[src/bus_error_retry_recovery_regs.vh]
// Register map, report format and codes of the
// bus interface unit recovery block.
// Assumes inclusion by the block's single design file.
`ifndef BUS_ERROR_RETRY_RECOVERY_REGS_VH
`define BUS_ERROR_RETRY_RECOVERY_REGS_VH

// Register byte offsets
`define OFS_CTRL 12'h000
`define OFS_OWN_AREA 12'h004
`define OFS_SPOUSE_AREA 12'h008
`define OFS_ERROR_LOG 12'h00c
`define OFS_PREV_REPORT 12'h010
`define OFS_STATUS 12'h014
`define OFS_MASK 12'h018
`define OFS_STATE 12'h01c

// Control fields
`define CTRL_SELFTEST 0
`define CTRL_MEM_ROLE 1

// Status bits, also mask layout
`define ST_TRANSIENT 0
`define ST_PERMANENT 1
`define ST_RECONFIG 2
`define ST_BAD_REPORT 3
`define ST_MCP_MISMATCH 4
`define ST_RETRY_DONE 5
`define ST_WIDTH 6

// Error log fields
`define LOG_PERM_BIT 12
`define LOG_VALID_BIT 13

// Report message layout
`define MSG_LEN 50
`define MSG_TYPE_LSB 0
`define MSG_AREA_LSB 4
`define MSG_CHK_LSB 12

// Error types that skip retry
`define TYPE_UNSAFE_AREA 4'h1
`define TYPE_PRIMARY_CAT 4'h2
`define TYPE_SHADOW_CAT 4'h3

// Reset values
`define RST_CTRL 2'h0
`define RST_AREA 8'h00
`define RST_MASK 6'h00

`endif

[src/bus_error_retry_recovery.v]
// Recovery decision and retry logic of a bus interface unit.
// Assumes one clock, a system bus arbiter giving grants, and
// an APB master for the registers.
//
// Function
// [RQ1] Take 50-bit reports from two redundant serial lines, checking parity and redundancy
// [RQ2] Transient: type not unsafe, and type or area differs from previous
// [RQ3] Permanent: unsafe type, or type and area equal previous report
// [RQ4] Every permanent error sets the permanent flag in the error log
// [RQ5] Further permanent actions only for own or spouse area
// [RQ6] Unsafe types skip retry; other types start with retry unless type and area match the previous report
// [RQ7] Unsafe or matching logs go to reconfiguration, else retry
// [RQ8] Capture address, control, data per request with no added latency
// [RQ9] Retry reissues every access outstanding at the error
// [RQ10] Retry arbitrates anew for the system bus
// [RQ11] Retried requests go out in original local order
// [RQ12] During retry a new address is held, its data waits
// [RQ13] Self-test walks retry buffers, failure flags a pair mismatch
// [RQ14] Error-free inbound buffered operations complete locally despite retries
// [RQ15] Memory role buffers a whole write before local activity
// [RQ16] Outbound read stalls local bus, forwards data on arrival
// [RQ17] Single-word reads are indivisible against writes
// [RQ18] Each decision copies type and area into previous-report register
`timescale 1ns/1ps
`include "bus_error_retry_recovery_regs.vh"

module bus_error_retry_recovery #(
    parameter DEPTH = 4,
    parameter PTR_W = 2,
    parameter AW = 32,
    parameter DW = 32
) (
    input wire pclk,
    input wire presetn,
    input wire clk_en,
    input wire psel,
    input wire penable,
    input wire pwrite,
    input wire [11:0] paddr,
    input wire [31:0] pwdata,
    output reg [31:0] prdata,
    output reg pready,
    output reg pslverr,
    output reg irq,
    input wire [1:0] system_error_report_line_n,
    input wire lreq_valid,
    input wire lreq_write,
    input wire [AW-1:0] lreq_addr,
    input wire [DW-1:0] lreq_data,
    output reg lreq_ready,
    output reg lbus_wait,
    output reg lbus_rvalid,
    output reg [DW-1:0] lbus_rdata,
    output reg sys_bus_req,
    input wire sys_grant,
    output reg sys_cmd_valid,
    output reg sys_cmd_write,
    output reg [AW-1:0] sys_cmd_addr,
    output reg [DW-1:0] sys_cmd_data,
    input wire sys_done,
    input wire sys_rvalid,
    input wire [DW-1:0] sys_rdata,
    input wire in_valid,
    input wire in_locked,
    input wire [AW-1:0] in_addr,
    input wire [DW-1:0] in_data,
    input wire in_err,
    input wire in_reply_done,
    output reg lbus_in_valid,
    output reg lbus_in_locked,
    output reg [AW-1:0] lbus_in_addr,
    output reg [DW-1:0] lbus_in_data,
    output reg reconfig_req,
    output reg master_checker_error
);

    localparam S_IDLE = 2'd0, S_ARB = 2'd1, S_ISSUE = 2'd2;
    localparam R_IDLE = 1'b0, R_RECV = 1'b1;
    localparam [5:0] LAST_BIT = `MSG_LEN - 1;
    localparam EW = AW + DW + 1;
    // Message passes its parity and redundant copy
    function msg_ok;
        input [`MSG_LEN-1:0] m;
        msg_ok = ~(^m) && (m[`MSG_CHK_LSB+11:`MSG_CHK_LSB] == ~m[11:0]);
    endfunction
    // Type that is never retried
    function is_unsafe;
        input [3:0] t;
        is_unsafe = (t == `TYPE_UNSAFE_AREA) || (t == `TYPE_PRIMARY_CAT) || (t == `TYPE_SHADOW_CAT);
    endfunction
    reg [1:0] line_meta, line_sync, ctrl, st;
    reg rx_state, rep_valid, bad_rep, retrying, start_retry, retry_done, trans_ev, perm_ev;
    reg pend_valid, pend_write, st_run, mcp_ev, in_full, in_go;
    reg [5:0] rx_cnt;
    reg [`MSG_LEN-1:0] sh0, sh1;
    reg [11:0] rep, prev_rep;
    reg [7:0] own_area, spouse_area;
    reg [13:0] err_log;
    reg [`ST_WIDTH-1:0] status, mask;
    reg [EW-1:0] buf_mem [0:DEPTH-1];
    reg buf_par [0:DEPTH-1];
    reg [PTR_W:0] head, tail, iss;
    reg [AW-1:0] pend_addr;
    reg [PTR_W-1:0] st_idx;
    wire [EW-1:0] iss_entry, head_entry, st_entry;
    wire out_empty, out_full, take_req, r_match, r_perm, wr_acc, rd_setup;
    wire [3:0] r_type;
    wire [7:0] r_area;
    wire [`ST_WIDTH-1:0] w1c, set_bits;
    reg [31:0] next_prdata;
    reg next_pslverr;

    assign iss_entry = buf_mem[iss[PTR_W-1:0]];
    assign head_entry = buf_mem[head[PTR_W-1:0]];
    assign st_entry = buf_mem[st_idx];
    assign out_empty = (head == tail);
    assign out_full = (head[PTR_W-1:0] == tail[PTR_W-1:0]) && (head[PTR_W] != tail[PTR_W]);
    assign take_req = lreq_valid && lreq_ready;
    assign r_type = rep[3:0];
    assign r_area = rep[11:4];
    assign r_match = (rep == prev_rep);
    assign r_perm = is_unsafe(r_type) || r_match;
    assign wr_acc = psel && penable && pwrite;
    assign rd_setup = psel && !penable;
    assign w1c = (wr_acc && paddr == `OFS_STATUS) ? pwdata[`ST_WIDTH-1:0] : {`ST_WIDTH{1'b0}};
    assign set_bits = {retry_done, mcp_ev, bad_rep, perm_ev && reconfig_req, perm_ev, trans_ev};

    // Report lines come from other units, so two stages first
    always @(posedge pclk or negedge presetn) begin
        if (!presetn) begin
            {line_meta, line_sync} <= 4'hf;
        end else if (clk_en) begin
            line_meta <= system_error_report_line_n;
            line_sync <= line_meta;
        end
    end
    // Serial report receiver; a low level on either line starts
    always @(posedge pclk or negedge presetn) begin
        if (!presetn) begin
            {rx_state, rx_cnt, rep_valid, bad_rep} <= 9'h000;
            {sh0, sh1} <= {(2*`MSG_LEN){1'b0}};
            rep <= 12'h000;
        end else if (clk_en) begin
            {rep_valid, bad_rep} <= 2'b00;
            case (rx_state)
                R_IDLE: begin
                    rx_cnt <= 6'd0;
                    if (line_sync != 2'b11)
                        rx_state <= R_RECV;
                end
                default: begin
                    sh0 <= {~line_sync[0], sh0[`MSG_LEN-1:1]};
                    sh1 <= {~line_sync[1], sh1[`MSG_LEN-1:1]};
                    rx_cnt <= rx_cnt + 6'd1;
                    if (rx_cnt == LAST_BIT)
                        rx_state <= R_IDLE;
                end
            endcase
            // Either good copy carries the report
            if (rx_state == R_RECV && rx_cnt == LAST_BIT) begin
                if (msg_ok({~line_sync[0], sh0[`MSG_LEN-1:1]})) begin
                    rep_valid <= 1'b1; // RQ1
                    rep <= sh0[12:1];
                end else if (msg_ok({~line_sync[1], sh1[`MSG_LEN-1:1]})) begin
                    rep_valid <= 1'b1; // RQ1
                    rep <= sh1[12:1];
                end else
                    bad_rep <= 1'b1;
            end
        end
    end
    // Transient or permanent decision on each good report
    always @(posedge pclk or negedge presetn) begin
        if (!presetn) begin
            {err_log, prev_rep} <= 26'h0000000;
            {trans_ev, perm_ev, start_retry, reconfig_req} <= 4'h0;
        end else if (clk_en) begin
            {trans_ev, perm_ev, start_retry, reconfig_req} <= 4'h0;
            if (rep_valid) begin
                err_log[11:0] <= rep;
                err_log[`LOG_VALID_BIT] <= 1'b1;
                err_log[`LOG_PERM_BIT] <= r_perm; // RQ4
                prev_rep <= rep; // RQ18
                if (r_perm) begin
                    perm_ev <= 1'b1; // RQ3
                    // Only own or spouse area reconfigures
                    reconfig_req <= (r_area == own_area) ||
                        (r_area == spouse_area); // RQ5 RQ7
                end else begin
                    trans_ev <= 1'b1; // RQ2
                    start_retry <= 1'b1; // RQ6 RQ7
                end
            end
        end
    end
    // Retry buffers: entry written as the request is taken
    always @(posedge pclk) begin
        if (clk_en && take_req) begin
            buf_mem[tail[PTR_W-1:0]] <= {lreq_write, lreq_addr, lreq_data}; // RQ8
            buf_par[tail[PTR_W-1:0]] <= ^{lreq_write, lreq_addr, lreq_data};
        end else if (clk_en && pend_valid && !retrying && !out_full) begin
            buf_mem[tail[PTR_W-1:0]] <= {pend_write, pend_addr, lreq_data};
            buf_par[tail[PTR_W-1:0]] <= ^{pend_write, pend_addr, lreq_data};
        end
    end
    // Local side: accept, hold address in retry, stall reads
    always @(posedge pclk or negedge presetn) begin
        if (!presetn) begin
            {tail, head} <= {(2*PTR_W+2){1'b0}};
            {lreq_ready, pend_valid, pend_write, lbus_wait, lbus_rvalid} <= 5'h00;
            pend_addr <= {AW{1'b0}};
            lbus_rdata <= {DW{1'b0}};
        end else if (clk_en) begin
            lbus_rvalid <= 1'b0;
            // One request in flight keeps reads whole
            lreq_ready <= !retrying && !pend_valid && out_empty &&
                !take_req && !start_retry; // RQ17
            if (take_req) begin
                tail <= tail + 1'b1;
                lbus_wait <= !lreq_write; // RQ16
            end
            // Address taken during retry, data handled after
            if (lreq_valid && retrying && !pend_valid) begin
                pend_valid <= 1'b1; // RQ12
                pend_write <= lreq_write;
                pend_addr <= lreq_addr;
            end else if (pend_valid && !retrying && !out_full) begin
                pend_valid <= 1'b0; // RQ12
                tail <= tail + 1'b1;
                lbus_wait <= !pend_write;
            end
            // Head retires when its access finishes
            if (!out_empty && sys_rvalid && !head_entry[EW-1]) begin
                head <= head + 1'b1;
                lbus_rvalid <= 1'b1; // RQ16
                lbus_rdata <= sys_rdata;
                lbus_wait <= 1'b0;
            end else if (!out_empty && sys_done && head_entry[EW-1])
                head <= head + 1'b1;
        end
    end
    // System bus issue: fresh arbitration, then local order
    always @(posedge pclk or negedge presetn) begin
        if (!presetn) begin
            {st, retrying, retry_done, sys_bus_req, sys_cmd_valid, sys_cmd_write} <= 7'h00;
            iss <= {(PTR_W+1){1'b0}};
            sys_cmd_addr <= {AW{1'b0}};
            sys_cmd_data <= {DW{1'b0}};
        end else if (clk_en) begin
            {sys_cmd_valid, retry_done} <= 2'b00;
            if (start_retry) begin
                // Replay from the oldest unfinished access
                retrying <= 1'b1;
                iss <= head; // RQ9
                st <= S_ARB;
                sys_bus_req <= 1'b1; // RQ10
            end else begin
                case (st)
                    S_IDLE: begin
                        if (iss != tail) begin
                            st <= S_ARB;
                            sys_bus_req <= 1'b1;
                        end else if (retrying) begin
                            retrying <= 1'b0;
                            retry_done <= 1'b1;
                        end
                    end
                    S_ARB: begin
                        if (sys_grant) begin
                            sys_bus_req <= 1'b0;
                            st <= S_ISSUE;
                        end
                    end
                    default: begin
                        if (iss != tail) begin
                            sys_cmd_valid <= 1'b1; // RQ11
                            sys_cmd_write <= iss_entry[EW-1];
                            sys_cmd_addr <= iss_entry[EW-2:DW];
                            sys_cmd_data <= iss_entry[DW-1:0];
                            iss <= iss + 1'b1; // RQ11
                        end
                        st <= S_IDLE;
                    end
                endcase
            end
        end
    end
    // Self-test walks every buffer entry, checking the outstanding ones against their check bit
    always @(posedge pclk or negedge presetn) begin
        if (!presetn) begin
            {st_run, mcp_ev, master_checker_error} <= 3'h0;
            st_idx <= {PTR_W{1'b0}};
        end else if (clk_en) begin
            mcp_ev <= 1'b0;
            if (wr_acc && paddr == `OFS_CTRL && pwdata[`CTRL_SELFTEST]) begin
                st_run <= 1'b1;
                st_idx <= {PTR_W{1'b0}};
            end else if (st_run) begin
                // Only outstanding slots, from head up to tail, are compared
                if ((^st_entry) != buf_par[st_idx] &&
                    (st_idx - head[PTR_W-1:0]) <
                    (tail[PTR_W-1:0] - head[PTR_W-1:0])) begin
                    mcp_ev <= 1'b1; // RQ13
                    master_checker_error <= 1'b1;
                end
                st_idx <= st_idx + 1'b1;
                if (st_idx == DEPTH - 1)
                    st_run <= 1'b0;
            end
        end
    end
    // Inbound buffer: full capture, then commit once reply is clean
    always @(posedge pclk or negedge presetn) begin
        if (!presetn) begin
            {in_full, in_go, lbus_in_valid, lbus_in_locked} <= 4'h0;
            lbus_in_addr <= {AW{1'b0}};
            lbus_in_data <= {DW{1'b0}};
        end else if (clk_en) begin
            lbus_in_valid <= 1'b0;
            if (in_valid && !in_full && !in_go &&
                (in_locked || ctrl[`CTRL_MEM_ROLE])) begin
                in_full <= 1'b1; // RQ15
                lbus_in_locked <= in_locked;
                lbus_in_addr <= in_addr;
                lbus_in_data <= in_data;
            end
            if (in_full && in_err)
                in_full <= 1'b0;
            else if (in_full && in_reply_done) begin
                in_full <= 1'b0;
                in_go <= 1'b1; // RQ14
            end
            // Retries after commit do not cancel it
            if (in_go) begin
                in_go <= 1'b0;
                lbus_in_valid <= 1'b1; // RQ14
            end
        end
    end
    // APB registers; events win over a same-cycle clear
    always @(posedge pclk or negedge presetn) begin
        if (!presetn) begin
            ctrl <= `RST_CTRL;
            {own_area, spouse_area} <= {`RST_AREA, `RST_AREA};
            {status, irq} <= 7'h00;
            mask <= `RST_MASK;
        end else if (clk_en) begin
            status <= (status & ~w1c) | set_bits;
            irq <= |(((status & ~w1c) | set_bits) & mask);
            if (wr_acc) begin
                if (paddr == `OFS_CTRL)
                    ctrl <= {pwdata[`CTRL_MEM_ROLE], 1'b0};
                else if (paddr == `OFS_OWN_AREA)
                    own_area <= pwdata[7:0];
                else if (paddr == `OFS_SPOUSE_AREA)
                    spouse_area <= pwdata[7:0];
                else if (paddr == `OFS_MASK)
                    mask <= pwdata[`ST_WIDTH-1:0];
            end
        end
    end
    // Read mux and error flag for the setup phase
    always @* begin
        next_prdata = 32'h00000000;
        next_pslverr = 1'b0;
        if (paddr == `OFS_CTRL)
            next_prdata = {30'h00000000, ctrl[`CTRL_MEM_ROLE], st_run};
        else if (paddr == `OFS_OWN_AREA)
            next_prdata = {24'h000000, own_area};
        else if (paddr == `OFS_SPOUSE_AREA)
            next_prdata = {24'h000000, spouse_area};
        else if (paddr == `OFS_ERROR_LOG)
            next_prdata = {18'h00000, err_log};
        else if (paddr == `OFS_PREV_REPORT)
            next_prdata = {20'h00000, prev_rep};
        else if (paddr == `OFS_STATUS)
            next_prdata = {26'h0000000, status};
        else if (paddr == `OFS_MASK)
            next_prdata = {26'h0000000, mask};
        else if (paddr == `OFS_STATE)
            next_prdata = {24'h000000, pend_valid, in_full, st, 2'b00, out_empty, retrying};
        else
            next_pslverr = 1'b1;
    end
    // Answer ready in the access phase, no wait states
    always @(posedge pclk or negedge presetn) begin
        if (!presetn) begin
            {prdata, pready, pslverr} <= 34'h000000000;
        end else if (clk_en) begin
            pready <= 1'b1;
            if (rd_setup) begin
                prdata <= next_prdata;
                pslverr <= next_pslverr;
            end
        end
    end

endmodule

[config.mk]
export PLATFORM = sky130hd
export DESIGN_NAME = bus_error_retry_recovery
export DESIGN_NICKNAME = d
export VERILOG_FILES = /design/src/bus_error_retry_recovery.v
export VERILOG_INCLUDE_DIRS = /design/src
export SDC_FILE = /design/constraint.sdc
export NUM_CORES = 1
export LEC_CHECK = 0
export ABC_AREA = 1
export BUFFER_PORTS_ARGS = -buffer_cell sky130_fd_sc_hd__buf_2
export CORE_MARGIN = 5
export CORE_UTILIZATION = 49
export DETAILED_ROUTE_END_ITERATION = 8
export PLACE_DENSITY = 0.69
export SYNTH_ARGS = -nofsm -noshare
export SYNTH_HDL_FRONTEND = slang
export SYNTH_SLANG_ARGS = --single-unit
[constraint.sdc]
create_clock -name pclk -period 5.7 [get_ports pclk]
set_input_delay 0.57 -clock pclk [delete_from_list [all_inputs] [get_ports pclk]]
set_output_delay 0.57 -clock pclk [all_outputs]
set_load 0.1 [all_outputs]
==> results.yml, run 1 <==
yosys:
  syn_inst: 3524
  syn_area_sq_um: 32870
  synth.distinct_cells: 50
  avgSynthCellArea_sq_um: 9.326
  yosysTopAreaCell: "dfrtp_1"
  ys_ff_latch: 672
  netlist.area_leader.share: 0.3076
  synthTopCellsByArea: "dfrtp_1, edfxtp_1, nand2_1"
  synth_edf_count: 264
  synth_most_common_cell: "nand2_1"
  yosys_warnings: 0
  synth-main-ff-cell: "dfrtp_1"
  yosysSeqAreaShare: 0.5520
  async_flop_share: 0.6071
  synth_common_cells: "nand2_1, dfrtp_1, o21ai_0"
drt:
  dr.pass1.iters: 5
  route.final.wire_length_mm: 82.48
  first_iter_violations: 2059
  vias_per_cell: 5.186
  ant_nets: 0
  vias: 24860
  wl_per_cell_um: 17.20
  drc_errors: 0
placed_design:
  dp_hpwl_mm: 56.29
  io_buffer_count: 383
  place.gp.congestion: 0.9039
  dp.cells: 4655
final_layout:
  drive_above_1_share: 0.1782
  finalNetCount: 4092
  syn_to_final_growth_pct: 16.08
  fin_cells: 4794
clock_network:
  insertion_delay_ps: 630
  cts_max_path_buffers: 3
  cts_htree_levels: 3
  postCtsSetupBuffers: 0
  cts_root_buffer: "clkbuf_16"
  numCtsBuffers: 74
  ctsResizeCount: 0
  clk_pin_slew_worst_paths_ps: 60
  cts_tree: "yes"
  clkSinkCount: 672
sta:
  drv_slew: 0
  skew_ps: 47.21
  timing.setup.tns_ps: 0
  min_period_ps: 3578
  period_share: 0.6277
  finalSetupViolations: 0
  grt_setup_unrepaired: "false"
  slew_headroom: 0.1992
  hold_viol: 0
  max_freq_mhz: 279.5
  worstMarginPinSlew_ps: 1198
die:
  die_area_sq_um: 72350
  die_x_um: 269.0
  die_height_um: 269.0
  start_util: 0.4920
  core_sq_um: 66800
  ios: 426
  std_cell_rows: 95
setup_path:
  cp_data_required_time_ps: 6220
  end_kind: "flip-flop"
  crit_fanout: 59
  rr_endpoint: "master_checker_error$_DFFE_PN0P_"
  crit_top_cell: "nand2_1"
  worst_path_max_delay_cell: "dfrtp_4"
  cp_data_arrival_time_ps: 4100
  crit_type: "flip-flop to flip-flop"
  rr_worst_depth: 17
  cpPeakStageDelay_ps: 730
  cp_cell_sequence: "inv_2 -> buf_4 -> nand2_1 -> nand3_1 -> nand2_1 -> xnor2_1 -> nand2_1 -> nand2_1 -> nand2_1 -> nand2_1 -> nand2_1 -> nand2_1 -> inv_1 -> nand2_1 -> nand2_1 -> nand2_1 -> nand2_1"
  regToRegStartpoint: "st_idx[0]$_DFFE_PN0P_"
  cp-start-kind: "flip-flop"
  r2r_slack_ps: 2120
grt:
  grt_pass1_wl_mm: 128.5
  overflow: 0
  gr-usage-all-layers: 0.2228
  met1_usage: 0.3100
  met3_usage: 0.03778
  busiest_layer: "met2"
  met2_usage: 0.3642
  antenna_found_initial: 7
  grt_max_degree: 125
  grt_pass1_vias: 23820
pwr:
  power.switching_uw: 10840
  power_frac_comb: 0.463
  switching_share: 0.4761
  power_frac_seq: 0.312
  p_leak_uw: 0.01753
  ir_worst_vdd_mv: 0.5568
  power_frac_clock: 0.225
  power_density_nw_per_um2: 596.9
  intPower_uw: 11930
run_status:
  status: "finished, final reports clean"
hold_path:
  hold_path_end: "lbus_rdata[30]$_DFFE_PN0P_"
  worstHoldPathType: "input port to flip-flop"
  hold_depth: 3
  hp-start: "sys_rdata[30]"
run:
  drv_cap: 0
[final cells by class]
cell class,count,area [sq um]
antenna,3,7.507
inverter,321,1205
clock inverter,32,536.8
multi-input combinational,2379,12870
clock buffer,103,2122
sequential,672,18150
tap,873,1092
fill,5821,28650
timing repair buffer,411,2165
[worst max-delay path by stage]
stage	startpoint	cells past startpoint	end	slack (ps)
2_1_floorplan	lreq_ready$_DFFE_PN0P_	4	buf_mem[0][0]$_DFFE_PP_	1010
3_3_place_gp	st_idx[0]$_DFFE_PN0P_	17	mcp_ev$_DFFE_PN0P_	2230
3_5_place_dp	st_idx[0]$_DFFE_PN0P_	17	mcp_ev$_DFFE_PN0P_	2170
4_1_cts	st_idx[0]$_DFFE_PN0P_	17	master_checker_error$_DFFE_PN0P_	2170
5_1_grt	st_idx[0]$_DFFE_PN0P_	20	mcp_ev$_DFFE_PN0P_	1870
6_report	st_idx[0]$_DFFE_PN0P_	17	master_checker_error$_DFFE_PN0P_	2120
[registers in the layout, summed over array words and instances (netlist names), 4 cells and up]
| register | count |
|---|---|
| mask | 6 |
| sys_cmd_data | 32 |
| status | 6 |
| sh0 | 49 |
| own_area | 8 |
| sh1 | 49 |
| rep | 12 |
| buf_par | 4 |
| buf_mem | 260 |
| spouse_area | 8 |
| lbus_rdata | 32 |
| prev_rep | 11 |
| pend_addr | 32 |
| lbus_in_data | 32 |
| lbus_in_addr | 32 |
| rx_cnt | 6 |
| prdata | 14 |
| sys_cmd_addr | 32 |
[power by group through the flow]
stage / sequential [uW] / combinational, uW / clock, uW
3_5_place_dp: 7190 / 10600 / 0
2_1_floorplan: 11300 / 4220 / 0
4_1_cts: 7100 / 10600 / 5250
6_report: 7110 / 10500 / 5130
5_1_grt: 7260 / 11300 / 5450
3_3_place_gp: 7140 / 10400 / 0
[through the flow]
step	hold slack [ps]	total power [uW]	worst slack, ps	util	area [sq um]
floorplan	274.4	15550	1007	-	32930
global placement	437.7	17580	2231	0.5311	35480
detailed placement	443.5	17760	2170	0.5311	35480
CTS	96.29	22950	2171	0.5710	38150
global route	115.5	23980	1868	0.5711	38150
finish	132.8	22770	2122	0.5711	38150
[worst max-delay path, delay by kind of cell (launching register included)]
family                 cells  cell delay (ps)
XOR/XNOR                   1              260
AND/OR/NAND/NOR           13             1260
flip-flops                 1              730
buffers and inverters      3             1180
[cells in the final DEF, fill, tap and decap left out, drive strengths merged, types with 103 or more instances in the layout]
cell,n
a21oi,130
buf,410
clkbuf,103
dfrtp,404
edfxtp,264
inv,323
mux2,131
nand2,941
nand3,122
nor2,215
o21ai,377
xnor2,214
[routing by layer]
| metal | vias to the layer above | wire length (um) |
|---|---|---|
| met2 | 735 | 39600 |
| met1 | 11810 | 35270 |
| li1 | 12170 | - |
| met3 | 138 | 5434 |
| met4 | 4 | 2142 |
| met5 | - | 27 |
[what timing repair did]
item                                    CTS  global route
endpoints found under the setup margin    0             0
hold buffers                              1             0
hold endpoints to repair                 23             0
[kinds of logic (layout without fill, tap and decap cells)]
logic type                 after synthesis  in the layout  share of synthesized area
and+or+nand+nor                       1326           1326                     0.1612
DFF                                    672            672                     0.5520
muxes                                  131            131                    0.04488
xor gates and xnor gates               308            308                    0.08208
AOI/OAI and AO/OA                      584            584                    0.09498
other                                    1             21                  0.0001141
adders and majority gates               12             12                   0.004568
buffers and inverters                  490            867                    0.06019
Note: power is estimated with default switching activity, not from simulation.
==> inputs of run 2 (changes only) <==
--- a/config.mk
+++ b/config.mk
@@ -6,12 +6,12 @@
 export SDC_FILE = /design/constraint.sdc
 export NUM_CORES = 1
 export LEC_CHECK = 0
-export ABC_AREA = 1
+export ABC_AREA = 0
 export BUFFER_PORTS_ARGS = -buffer_cell sky130_fd_sc_hd__buf_2
 export CORE_MARGIN = 5
 export CORE_UTILIZATION = 49
 export DETAILED_ROUTE_END_ITERATION = 8
-export PLACE_DENSITY = 0.69
+export PLACE_DENSITY = 0.7
 export SYNTH_ARGS = -nofsm -noshare
 export SYNTH_HDL_FRONTEND = slang
 export SYNTH_SLANG_ARGS = --single-unit
==> constraint.sdc (replaced) <==
create_clock -name pclk -period 3.5 [get_ports pclk]
set_input_delay 0.35 -clock pclk [delete_from_list [all_inputs] [get_ports pclk]]
set_output_delay 0.35 -clock pclk [all_outputs]
set_load 0.1 [all_outputs]
==> run 2 against run 1 <==
Non-clock buffer count rose by 137. Largest cell class unchanged. Critical path depth fell by 9. First-iteration DRC count fell by 56%.
==> results.yml, run 2 <==
run_status:
  status: "finished, final reports clean"
final_layout:
  finalNetCount: 2847
  fin_area_sq_um: 37520
  syn_to_final_growth_pct: 21.47
  largest_register_ffs: 260
  layout_commonest_cell: "dfrtp_1"
  drive_above_1_share: 0.3551
  final_cell_mix: "dfrtp_1, buf_2, mux2_2, edfxtp_1, xnor2_1"
  final_core_util: 0.5981
  fin_cells: 3515
  fill_cells: 4876
setup_path:
  end_kind: "flip-flop"
  cp_cell_sequence: "inv_1 -> ha_1 -> a311oi_1 -> buf_4 -> a21oi_1 -> nor2_1 -> and2_4 -> buf_4"
  rr_endpoint: "buf_mem[1][63]$_DFFE_PP_"
  worst_path_max_delay_cell: "and2_4"
  cp_data_required_time_ps: 3780
  crit_top_cell: "buf_4"
  r2r_slack_ps: 550
  crit_type: "flip-flop to flip-flop"
  rr_worst_depth: 8
  cp_data_arrival_time_ps: 3230
  cp-start-kind: "flip-flop"
  regToRegStartpoint: "tail[0]$_DFFE_PN0P_"
  crit_fanout: 26
  cpPeakStageDelay_ps: 540
yosys:
  synth_top_family_by_area: "multiplexers"
  synthSimpleGateAreaFrac: 0.02864
  synth_mux_area_frac: 0.2070
  synth_edf_count: 264
  avgSynthCellArea_sq_um: 14.89
  synth_most_common_cell: "dfrtp_1"
  yosys_warnings: 0
  syn_inst: 2074
  yosysSeqAreaShare: 0.5873
  synth_compound_area_frac: 0.03139
  syn_area_sq_um: 30890
  netlist.area_leader.share: 0.3273
  synth_common_cells: "dfrtp_1, mux2_2, edfxtp_1"
  synth-main-ff-cell: "dfrtp_1"
  async_flop_share: 0.6071
  synth.distinct_cells: 64
  ys_ff_latch: 672
  synthTopCellsByArea: "dfrtp_1, edfxtp_1, mux2_2"
  yosysTopAreaCell: "dfrtp_1"
  synth_fa_ha_area_frac: 0.004860
  synthXorXnorAreaFrac: 0.1228
clock_network:
  postCtsSetupBuffers: 0
  cts_htree_levels: 3
  ctsResizeCount: 0
  clk_pin_slew_worst_paths_ps: 60
  cts_root_buffer: "clkbuf_16"
  cts_max_path_buffers: 3
  insertion_delay_ps: 600
  cts_tree: "yes"
  numCtsBuffers: 73
  cts-hold-fix-buffers: 126
  clkSinkCount: 672
die:
  die_height_um: 261.1
  die_x_um: 261.1
  die_area_sq_um: 68160
  core_sq_um: 62740
  std_cell_rows: 92
  start_util: 0.4924
  ios: 426
drt:
  wl_per_cell_um: 20.76
  first_iter_violations: 904
  route.final.wire_length_mm: 72.99
  dr.pass1.iters: 7
  ant_nets: 0
  vias_per_cell: 5.280
  vias: 18560
  drc_errors: 0
grt:
  grt_pass1_wl_mm: 112.2
  antenna_found_initial: 5
  grt_pass1_vias: 19830
  overflow: 0
  grt_max_degree: 91
  gr-usage-all-layers: 0.2117
pwr:
  ir_worst_vdd_mv: 0.7219
  power_frac_seq: 0.322
  p_leak_uw: 0.01587
  power_density_nw_per_um2: 943.7
  switching_share: 0.4299
  power.switching_uw: 15220
  power_frac_comb: 0.467
  power_frac_clock: 0.211
  intPower_uw: 20190
sta:
  period_share: 0.8431
  grt_setup_unrepaired: "false"
  max_freq_mhz: 338.9
  slew_headroom: 0.2118
  holdWs_ps: 29.34
  timing.setup.tns_ps: 0
  min_period_ps: 2951
  hold_viol: 0
  worstMarginPinSlew_ps: 1179
  finalSetupViolations: 0
  skew_ps: 22.83
  drv_slew: 0
placed_design:
  postPlaceCellArea_sq_um: 33940
  dp.cells: 3259
  io_buffer_count: 383
  place.gp.congestion: 0.8842
  dp_hpwl_mm: 51.25
hold_path:
  hp-start: "in_data[22]"
  worstHoldPathType: "input port to flip-flop"
  hold_depth: 2
  hold_path_end: "lbus_in_data[22]$_DFFE_PN0P_"
run:
  drv_cap: 0
run 2: changes by cell type after synthesis, moves of 74 or more:
| cell | previous run | this run |
|---|---|---|
| a21oi_1 | 129 | 40 |
| inv_1 | 317 | 18 |
| mux2_2 | 131 | 331 |
| mux2i_1 | 0 | 74 |
| nand2_1 | 935 | 79 |
| nand3_1 | 119 | 12 |
| nor2_1 | 215 | 38 |
| o21ai_0 | 375 | 40 |
run 2: power by group through the flow:
stage,sequential [uW],combinational [uW],clock [uW]
after floorplan,17400,7280,0
after global placement,11400,16300,0
after detailed placement,11500,16500,0
after CTS,11400,16700,7670
after global routing,11600,17400,8010
final,11400,16500,7470
run 2: kinds of logic after synthesis:
family,Yosys count
buffers and inverters,120
XOR/XNOR,422
AND/OR/NAND/NOR,184
other,1
multiplexers,509
flip-flops,672
adder cells (fa/ha/maj),12
AO/OA/AOI/OAI,154
run 2: layer usage:
metal,global-route usage,part of all wire,vias up
li1,-,-,8566
met1,0.2741,0.42,9358
met2,0.3619,0.50,527
met3,0.04637,0.065,107
met4,0.06350,0.024,0
met5,0,0,-
run 2: cell type report:
cell class              count  area, sq um  share of cell area
flip-flops and latches    672        18150              0.4836
multi-input cells        1299        12300              0.3278
repair buffers            548         3618             0.09643
clock buffers             104         2064             0.05502
well taps                 846         1059             0.02821
clock inverters            21        247.7            0.006602
inverters                  20        75.07            0.002001
diodes                      5        12.51           0.0003334
run 2: worst max-delay path, delay by kind of cell, from the launching register on:
family | cells | cell delay [ps]
AOI/OAI and AO/OA | 2 | 270
adders and majority gates | 1 | 330
buffers and inverters | 3 | 630
DFF | 1 | 420
and+or+nand+nor | 2 | 970
run 2: worst max-delay path by stage:
stage	start	end	slack, ps	cells past startpoint
2_1_floorplan	tail[0]$_DFFE_PN0P_	buf_mem[3][0]$_DFFE_PP_	560	6
3_3_place_gp	tail[0]$_DFFE_PN0P_	buf_mem[1][24]$_DFFE_PP_	590	8
3_5_place_dp	tail[0]$_DFFE_PN0P_	buf_mem[1][63]$_DFFE_PP_	510	8
4_1_cts	tail[0]$_DFFE_PN0P_	buf_mem[1][14]$_DFFE_PP_	500	8
5_1_grt	tail[0]$_DFFE_PN0P_	buf_mem[1][14]$_DFFE_PP_	340	8
6_report	tail[0]$_DFFE_PN0P_	buf_mem[1][63]$_DFFE_PP_	550	8
run 2: stage by stage:
step                total power, uW  setup slack [ps]
finish                        35410             549.3
detailed placement            28030             510.0
global placement              27710             589.7
global route                  37010             337.1
floorplan                     24650             564.5
CTS                           35750             496.5
